<file path="config.mk">
export PLATFORM = sky130hd
export DESIGN_NAME = irq_wake_ctrl
export DESIGN_NICKNAME = d
export VERILOG_FILES = /design/src/include/irq_wake_pkg.sv /design/src/include/irq_arb_if.sv /design/src/hdl/irq_priority_pick.sv /design/src/hdl/irq_wake_ctrl.sv
export SDC_FILE = /design/constraint.sdc
export NUM_CORES = 1
export LEC_CHECK = 0
export BUFFER_PORTS_ARGS = -buffer_cell sky130_fd_sc_hd__buf_2
export CAP_MARGIN = 0
export CORE_MARGIN = 5
export CORE_UTILIZATION = 50
export CTS_CLUSTER_SIZE = 16
export DETAILED_ROUTE_END_ITERATION = 7
export GPL_ROUTABILITY_DRIVEN = 0
export GPL_TIMING_DRIVEN = 0
export PLACE_DENSITY = 0.8
export SLEW_MARGIN = 20
export SYNTH_ARGS = -nofsm -noshare
export SYNTH_HDL_FRONTEND = slang
export SYNTH_SLANG_ARGS = --single-unit
</file>
<file path="constraint.sdc">
create_clock -name clock -period 3.6 [get_ports clock]
set_input_delay 0.9 -clock clock [delete_from_list [all_inputs] [get_ports clock]]
set_output_delay 0.9 -clock clock [all_outputs]
set_load 0.02 [all_outputs]
</file>
<file path="src/include/irq_wake_pkg.sv">
// constants and types for the interrupt vector and wakeup controller
// What this block does
// wait stops the processor clock, selected peripherals keep running
// active-halt stops all clocks, auto-wakeup timer ends it after its interval
// halt stops all clocks, only external pin lines or reset end it
// both halt states switch the core supply to low-power regulator mode
// system clock comes from fast oscillator through a programmable prescaler
// core and peripheral clock gates follow the current low-power state
// slow oscillator ticks drive auto-wakeup timer and watchdog only
// watchdog keeps counting while the processor clock is stopped
// reset vectors to 0x008000 and ends any state, trap to 0x008004
// auto-wakeup is line 4 at 0x008018, ends active-halt and wait
// port and pin lines 6 to 15 end halt, active-halt and wait
// flash done line 1 and comparator line 18 end wait only
// timer lines 19 to 22 and 25 vector in order and end wait only
// vectors sit four bytes apart, reserved lines never raise nor wake
// lowest numbered pending enabled line is presented first
package irq_wake_pkg;
  // ==========================================================
  // sizes
  localparam int NUM_LINES  = 27;
  localparam int LINE_W     = 5;
  localparam int VEC_W      = 24;
  localparam int WAKEUP_W   = 12;
  localparam int WDG_W      = 12;
  localparam int PRESC_W    = 3;
  // ==========================================================
  // vectors
  localparam logic [VEC_W-1:0] RESET_VEC     = 24'h008000;
  localparam logic [VEC_W-1:0] TRAP_VEC      = 24'h008004;
  localparam logic [VEC_W-1:0] LINE_VEC_BASE = 24'h008008;
  // ==========================================================
  // line maps
  // lines 0, 2, 3, 5, 16, 17, 23 and 24 are empty slots
  localparam logic [NUM_LINES-1:0] RESERVED_MASK   = 27'h183002D;
  localparam logic [NUM_LINES-1:0] HALT_WAKE_MASK  = 27'h000FFC0;
  localparam logic [NUM_LINES-1:0] AHALT_WAKE_MASK = 27'h000FFD0;
  localparam logic [LINE_W-1:0]    WAKEUP_LINE     = 5'h04;
  // ==========================================================
  // clocks and timing
  localparam int FAST_OSC_KHZ = 16000;
  localparam int SLOW_OSC_KHZ = 38;
  localparam logic [WDG_W-1:0]   WDG_TIMEOUT_DEF = 12'hFFF;
  localparam logic [WAKEUP_W-1:0] WAKEUP_CNT_INIT = 12'h000;
  localparam logic [PRESC_W-1:0] PRESC_RESET     = 3'h0;
  // ==========================================================
  // states
  typedef enum logic [1:0] {MODE_RUN, MODE_WAIT, MODE_ACTIVE_HALT, MODE_HALT} mode_type;
endpackage

</file>
<file path="src/include/irq_arb_if.sv">
// carrier between the controller and its priority picker
`timescale 1ns/1ps
interface irq_arb_if;
  import irq_wake_pkg::*;
  logic [NUM_LINES-1:0] pending;
  logic                 found;
  logic [LINE_W-1:0]    index;
  modport picker (input pending, output found, index);
  modport user   (output pending, input found, index);
endinterface

</file>
<file path="src/hdl/irq_priority_pick.sv">
// lowest numbered pending line finder
`timescale 1ns/1ps
module irq_priority_pick (
  irq_arb_if.picker arb
);
  import irq_wake_pkg::*;

  // ==========================================================
  // scan from the top so the lowest set line wins last
  always_comb begin
    arb.found = 1'b0;
    arb.index = '0;
    for (int i = NUM_LINES - 1; i >= 0; i--) begin
      if (arb.pending[i]) begin
        arb.found = 1'b1;
        arb.index = LINE_W'(i);
      end
    end
  end
endmodule // irq_priority_pick

</file>
<file path="src/hdl/irq_wake_ctrl.sv">
// interrupt vector, low-power state and clock gating controller
`timescale 1ns/1ps
module irq_wake_ctrl (
  input  wire logic                                clock,
  input  wire logic                                rst_b,
  input  wire logic [irq_wake_pkg::NUM_LINES-1:0]  irq_req,
  input  wire logic [irq_wake_pkg::NUM_LINES-1:0]  irq_enable,
  input  wire logic                                trap_req,
  input  wire logic                                vec_ack,
  input  wire logic                                lowpower_req,
  input  wire irq_wake_pkg::mode_type              lowpower_sel,
  input  wire logic                                periph_keep_in_wait,
  input  wire logic [irq_wake_pkg::PRESC_W-1:0]    presc_sel,
  input  wire logic                                slow_osc_tick,
  input  wire logic                                auto_wakeup_en,
  input  wire logic [irq_wake_pkg::WAKEUP_W-1:0]   auto_wakeup_period,
  input  wire logic                                watchdog_en,
  input  wire logic                                watchdog_kick,
  output logic                                     vec_valid,
  output logic [irq_wake_pkg::VEC_W-1:0]           vec_addr,
  output logic [irq_wake_pkg::LINE_W-1:0]          vec_line,
  output logic                                     cpu_clk_en,
  output logic                                     periph_clk_en,
  output logic                                     sys_clk_tick,
  output logic                                     lowpower_regulator_mode,
  output irq_wake_pkg::mode_type                   mode_state,
  output logic                                     watchdog_reset_req
);
  import irq_wake_pkg::*;

  irq_arb_if arb ();

  mode_type             mode_reg;
  logic                 vec_valid_reg;
  logic [VEC_W-1:0]     vec_addr_reg;
  logic [LINE_W-1:0]    vec_line_reg;
  logic                 boot_reg;
  logic                 trap_pend_reg;
  logic                 cpu_clk_en_reg;
  logic                 periph_clk_en_reg;
  logic                 lp_reg;
  logic [PRESC_W+3:0]   presc_cnt_reg;
  logic                 sys_tick_reg;
  logic [WAKEUP_W-1:0]  wakeup_cnt_reg;
  logic                 wakeup_flag_reg;
  logic [WDG_W-1:0]     wdg_cnt_reg;
  logic                 wdg_req_reg;
  logic [NUM_LINES-1:0] raw_lines;
  logic [NUM_LINES-1:0] pending;
  logic                 wake;
  logic                 wakeup_hit;
  logic                 line_taken;

  // ==========================================================
  // line gathering
  always_comb begin
    raw_lines           = irq_req;
    raw_lines[WAKEUP_LINE] = irq_req[WAKEUP_LINE] | wakeup_flag_reg;
  end
  // reserved slots are masked off so they can never be picked or wake
  assign pending     = raw_lines & irq_enable & ~RESERVED_MASK;
  assign arb.pending = pending;
  assign line_taken  = mode_reg == MODE_RUN && !vec_valid_reg && !boot_reg
                       && !trap_pend_reg && arb.found;

  irq_priority_pick u_pick (
    .arb (arb)
  );

  // ==========================================================
  // wake decision per state
  always_comb begin
    case (mode_reg)
      MODE_WAIT:        wake = |pending;
      MODE_ACTIVE_HALT: wake = |(pending & AHALT_WAKE_MASK);
      MODE_HALT:        wake = |(pending & HALT_WAKE_MASK);
      default:          wake = 1'b0;
    endcase
  end

  // ==========================================================
  // low-power state machine; synchronous reset returns to run from any state
  always_ff @(posedge clock) begin
    if (!rst_b) begin
      mode_reg <= MODE_RUN;
    end else begin
      case (mode_reg)
        MODE_RUN: begin
          if (lowpower_req && lowpower_sel != MODE_RUN) begin
            mode_reg <= lowpower_sel;
          end
        end
        MODE_WAIT, MODE_ACTIVE_HALT, MODE_HALT: begin
          if (wake) begin
            mode_reg <= MODE_RUN;
          end
        end
        default: mode_reg <= MODE_RUN;
      endcase
    end
  end

  // ==========================================================
  // clock gates and regulator
  always_ff @(posedge clock) begin
    if (!rst_b) begin
      cpu_clk_en_reg    <= 1'b1;
      periph_clk_en_reg <= 1'b1;
      lp_reg            <= 1'b0;
    end else begin
      cpu_clk_en_reg    <= mode_reg == MODE_RUN;
      periph_clk_en_reg <= mode_reg == MODE_RUN
                           || (mode_reg == MODE_WAIT && periph_keep_in_wait);
      lp_reg            <= mode_reg == MODE_HALT
                           || mode_reg == MODE_ACTIVE_HALT;
    end
  end

  // ==========================================================
  // system clock prescaler: 2^presc_sel division of the core rate
  always_ff @(posedge clock) begin
    if (!rst_b) begin
      presc_cnt_reg <= '0;
      sys_tick_reg  <= 1'b0;
    end else begin
      if (presc_cnt_reg >= (PRESC_W+4)'((1 << presc_sel) - 1)) begin
        presc_cnt_reg <= '0;
        sys_tick_reg  <= 1'b1;
      end else begin
        presc_cnt_reg <= presc_cnt_reg + 1'b1;
        sys_tick_reg  <= 1'b0;
      end
    end
  end

  // ==========================================================
  // auto-wakeup timer on slow oscillator ticks
  assign wakeup_hit = auto_wakeup_en && slow_osc_tick
                      && wakeup_cnt_reg >= auto_wakeup_period;
  always_ff @(posedge clock) begin
    if (!rst_b) begin
      wakeup_cnt_reg <= WAKEUP_CNT_INIT;
    end else if (!auto_wakeup_en || wakeup_hit) begin
      wakeup_cnt_reg <= WAKEUP_CNT_INIT;
    end else if (slow_osc_tick) begin
      wakeup_cnt_reg <= wakeup_cnt_reg + 1'b1;
    end
  end
  // a new expiry in the acknowledge cycle is kept
  always_ff @(posedge clock) begin
    if (!rst_b) begin
      wakeup_flag_reg <= 1'b0;
    end else if (wakeup_hit) begin
      wakeup_flag_reg <= 1'b1;
    end else if (vec_valid_reg && vec_ack && vec_line_reg == WAKEUP_LINE
                 && vec_addr_reg != TRAP_VEC && vec_addr_reg != RESET_VEC) begin
      wakeup_flag_reg <= 1'b0;
    end
  end

  // ==========================================================
  // watchdog, deliberately blind to the processor clock gate
  // an expiry beats a kick in the same cycle, so a late kick cannot hide it
  always_ff @(posedge clock) begin
    if (!rst_b) begin
      wdg_cnt_reg <= '0;
      wdg_req_reg <= 1'b0;
    end else if (!watchdog_en) begin
      wdg_cnt_reg <= '0;
      wdg_req_reg <= 1'b0;
    end else if (slow_osc_tick && wdg_cnt_reg == WDG_TIMEOUT_DEF && !wdg_req_reg) begin
      wdg_req_reg <= 1'b1;
    end else if (watchdog_kick) begin
      wdg_cnt_reg <= '0;
      wdg_req_reg <= 1'b0;
    end else if (slow_osc_tick && wdg_cnt_reg != WDG_TIMEOUT_DEF) begin
      wdg_cnt_reg <= wdg_cnt_reg + 1'b1;
    end
  end

  // ==========================================================
  // vector presentation: reset first, then trap, then lowest line
  always_ff @(posedge clock) begin
    if (!rst_b) begin
      trap_pend_reg <= 1'b0;
    end else if (trap_req) begin
      trap_pend_reg <= 1'b1;
    end else if (mode_reg == MODE_RUN && !vec_valid_reg && !boot_reg) begin
      trap_pend_reg <= 1'b0;
    end
  end

  always_ff @(posedge clock) begin
    if (!rst_b) begin
      boot_reg      <= 1'b1;
      vec_valid_reg <= 1'b0;
      vec_addr_reg  <= RESET_VEC;
      vec_line_reg  <= '0;
    end else if (vec_valid_reg) begin
      if (vec_ack) begin
        vec_valid_reg <= 1'b0;
      end
    end else if (boot_reg) begin
      boot_reg      <= 1'b0;
      vec_valid_reg <= 1'b1;
      vec_addr_reg  <= RESET_VEC;
    end else if (mode_reg == MODE_RUN && trap_pend_reg) begin
      vec_valid_reg <= 1'b1;
      vec_addr_reg  <= TRAP_VEC;
    end else if (line_taken) begin
      vec_valid_reg <= 1'b1;
      vec_line_reg  <= arb.index;
      vec_addr_reg  <= LINE_VEC_BASE + {17'h00000, arb.index, 2'b00};
    end
  end

  // ==========================================================
  // outputs
  assign vec_valid               = vec_valid_reg;
  assign vec_addr                = vec_addr_reg;
  assign vec_line                = vec_line_reg;
  assign cpu_clk_en              = cpu_clk_en_reg;
  assign periph_clk_en           = periph_clk_en_reg;
  assign sys_clk_tick            = sys_tick_reg;
  assign lowpower_regulator_mode = lp_reg;
  assign mode_state              = mode_reg;
  assign watchdog_reset_req      = wdg_req_reg;
endmodule // irq_wake_ctrl

</file>
==> metrics.md <==
| Metric | Value |
|---|---|
| Result of the run | `finished, final reports clean` |
| Clock sinks | `between 50 and 60` |
| Port bufs | `just over 80` |
| Clock power frac | `between 20% and 30%` |
| Die Ht | `about 91 µm` |
| Number of inserted diodes | `0` |
| Number of synthesized register bits | `53` |
| Row cnt | `29` |
| P_sw | `0.0003295 W` |
| Resize count post-CTS | `0` |
| Most used DFF post-synth | `dfxtp_1` |
| Async set-or-reset flop fraction in the synthesized netlist | `0%` |
| IO Count | `roughly 120` |
| Postcts setup bufs | `0` |
| Routed WL | `between 7000 and 8000 µm` |
| Share of the synthesized area in the top cell type | `around a third` |
| Post-synth EDFFs | `0` |
| CTS tree | `yes` |
| Layout Skew | `between 0.009 and 0.01 ns` |
| Slew @ Worst Pin | `about 0.63 ns` |
| Routed vias | `slightly above 3000` |
| DR iter-0 viols | `125` |
| Multi-input gate area | `2026 µm²` |
| Seq pwr share | `52.8%` |
| Gr usage total | `a little under a fifth` |
| Dpl ws | `between 0.3 and 0.4 ns` |
| Most common cell after layout, fill and taps aside | `buf_2` |
| Fmax | `roughly 0.34 GHz` |
| Fill cell count | `597` |
| Power density over the cells | `about 300 nW/µm²` |
| Max Root-Sink Buffers | `2` |
| Clk_lat worst skew | `roughly 0.3 ns` |
| Pre-Repair DR Iteration Count | `4` |
| Arr. time, crit path | `around 3.1 ns` |
| Fin. Hold Viols | `0` |
| Area after DPL | `3844 µm²` |
| RSZ-0062 raised after global routing | `no` |
| Wire length per cell | `roughly 13 µm` |
| Number of synthesis warnings | `0` |
| Global-route wire length before repair | `between 10000 and 15000 µm` |
| Hold-fix buffers at CTS | `0` |
| Leading area contributor after synthesis | `dfxtp_1` |
| Max-slew headroom | `roughly 58%` |
| Crit Path Class | `in2reg` |
| Layout Utilization | `approximately three fifths` |
| Min-delay worst type | `reg2reg` |
| Max-Cap Viols | `0` |
| Post-layout worst setup margin | `around 0.66 ns` |
| Vias per cell | `5.282` |
| Slew Viols, Final | `0` |
| Post-route setup TNS | `0 ns` |
| TritonCTS buffer count | `5` |
| Core area | `between 6000 and 7000 µm²` |
| Layout Area Growth over Synthesis | `19.73%` |
| Setup violators final | `0` |
| Distinct cells, synth | `slightly below 60` |
| Drt drc | `0` |
| Setup crit end kind | `register` |
| Sw Ratio | `28.16%` |
| Die width | `90.90 µm` |
| Vias in the first global route | `roughly 2900` |
| Largest net degree at the start of global routing | `15` |
| Critical path required time | `about 3.8 ns` |
| Fin crit period | `approximately 2.9 ns` |
| Commonest cells after routing, fill and taps aside | `buf_2, nor2_1, dfxtp_1` |
| Fraction of layout instances using a drive strength above 1 | `between 20% and 30%` |
| VDD IR max | `approximately 0.21 mV` |
| Number of antenna violations at the first check in global routing | `0` |
| Logic pwr share | `about a fifth` |
| GRT overflow | `0` |
| Final #Nets | `slightly above 600` |
| Final period util | `approximately four fifths` |
| LEAKAGE | `1.796 nW` |
| Post-synthesis sequential area ratio | `32.43%` |
| Finished layout cell area | `between 3000 and 4000 µm²` |
| Die Area | `~8300 µm²` |
| H-tree depth | `2` |
| Int Pwr | `about 0.00084 W` |
| Top cells by area, synth | `dfxtp_1, ha_1, nor2_1` |
| Dpl hpwl | `between 6000 and 7000 µm` |
| CP Launch Type | `input pin` |
| Clock Root Buffer | `clkbuf_8` |
| Final ANT Viol Nets | `0` |
| Mapped Area | `~3300 µm²` |
| Hold slack | `0.4593 ns` |
| Register area | `1061 µm²` |
| Worst-path clk slew | `around 0.08 ns` |
| Initial core utilization | `~52%` |
| Max FO, Critical Path | `7` |
| Mean Syn Cell Area | `about 8.3 µm²` |
| Synth Instances | `roughly 400` |
## worst max-delay path, cell delays in order
cell	delay, ns
buf_2	0.13
or3_1	0.40
ha_1	0.19
clkbuf_1	0.17
nor3_1	0.18
a21oi_1	0.06
o21a_1	0.18
ha_1	0.26
nand3_1	0.07
o211ai_1	0.45
nor2_1	0.11
## logic make-up (layout without fill, tap and decap cells)
group | Yosys count | after routing | share of synthesized area [%]
mux | 6 | 6 | 1.874
other cells | 2 | 18 | 0.2295
compound gates | 85 | 85 | 19.01
buf+inv | 47 | 136 | 7.495
flops | 53 | 53 | 32.43
simple gates | 152 | 152 | 22.56
xor+xnor | 27 | 27 | 7.228
fa+ha+maj | 24 | 24 | 9.178
## Yosys cell counts, types with 3 or more instances
cell,count
o21ai_0,13
nor2_1,55
and2_1,3
inv_1,23
nand2_1,35
nor3_1,6
buf_4,18
or3_1,5
a222oi_1,3
and3_1,3
clkbuf_1,5
mux2i_1,5
ha_1,24
a211oi_1,3
dfxtp_1,53
a22oi_1,7
a211o_1,3
o211ai_1,7
xnor2_1,14
xor2_1,13
nand2b_1,3
a31oi_1,3
nor2b_1,3
o21a_1,5
a21oi_1,17
nand4_1,5
a21o_1,6
nand3_1,19
## final cells by class
class                      instances  share of cell area [%]
multi-input combinational        312                   51.71
inverter                          23                   2.204
sequential                        53                   27.08
clock inverter                     1                  0.1278
tap                               77                   2.459
clock buffer                       5                   1.757
buffer                            24                   4.056
timing repair buffer              83                   10.60
## final timing paths
path	cells past startpoint	startpoint	endpoint	slack, ns
worst min register to register	1	presc_cnt_reg[0]	presc_cnt_reg[0]	0.46
worst max-delay path	11	presc_sel[2]	presc_cnt_reg[5]	0.66
worst max register to register	9	wakeup_cnt_reg[0]	wakeup_cnt_reg[10]	1.15
worst min-delay path	1	presc_cnt_reg[0]	presc_cnt_reg[0]	0.46
## routing by layer
metal,up-vias,part of all wire [%],routed length [µm],track usage [%]
met1,1385,44,3356,22.88
met3,6,5.3,408,4.333
met4,0,0.73,56,4.034
li1,1584,-,-,-
met2,78,50,3805,32.02
met5,-,0,0,0
## stage by stage
stage | total power (W) | cells
4_1_cts | 0.001185 | 578
5_1_grt | 0.001241 | 578
2_1_floorplan | 0.0007936 | 412
6_report | 0.001170 | 578
3_3_place_gp | 0.0008730 | 572
3_5_place_dp | 0.0008790 | 572
## power groups by stage
stage,registers (W),logic [W],clock network [W]
2_1_floorplan,0.000639,0.000154,0
3_3_place_gp,0.000630,0.000243,0
3_5_place_dp,0.000631,0.000248,0
4_1_cts,0.000617,0.000249,0.000318
5_1_grt,0.000620,0.000283,0.000337
6_report,0.000617,0.000251,0.000302
(Power assumes the default switching activity.)
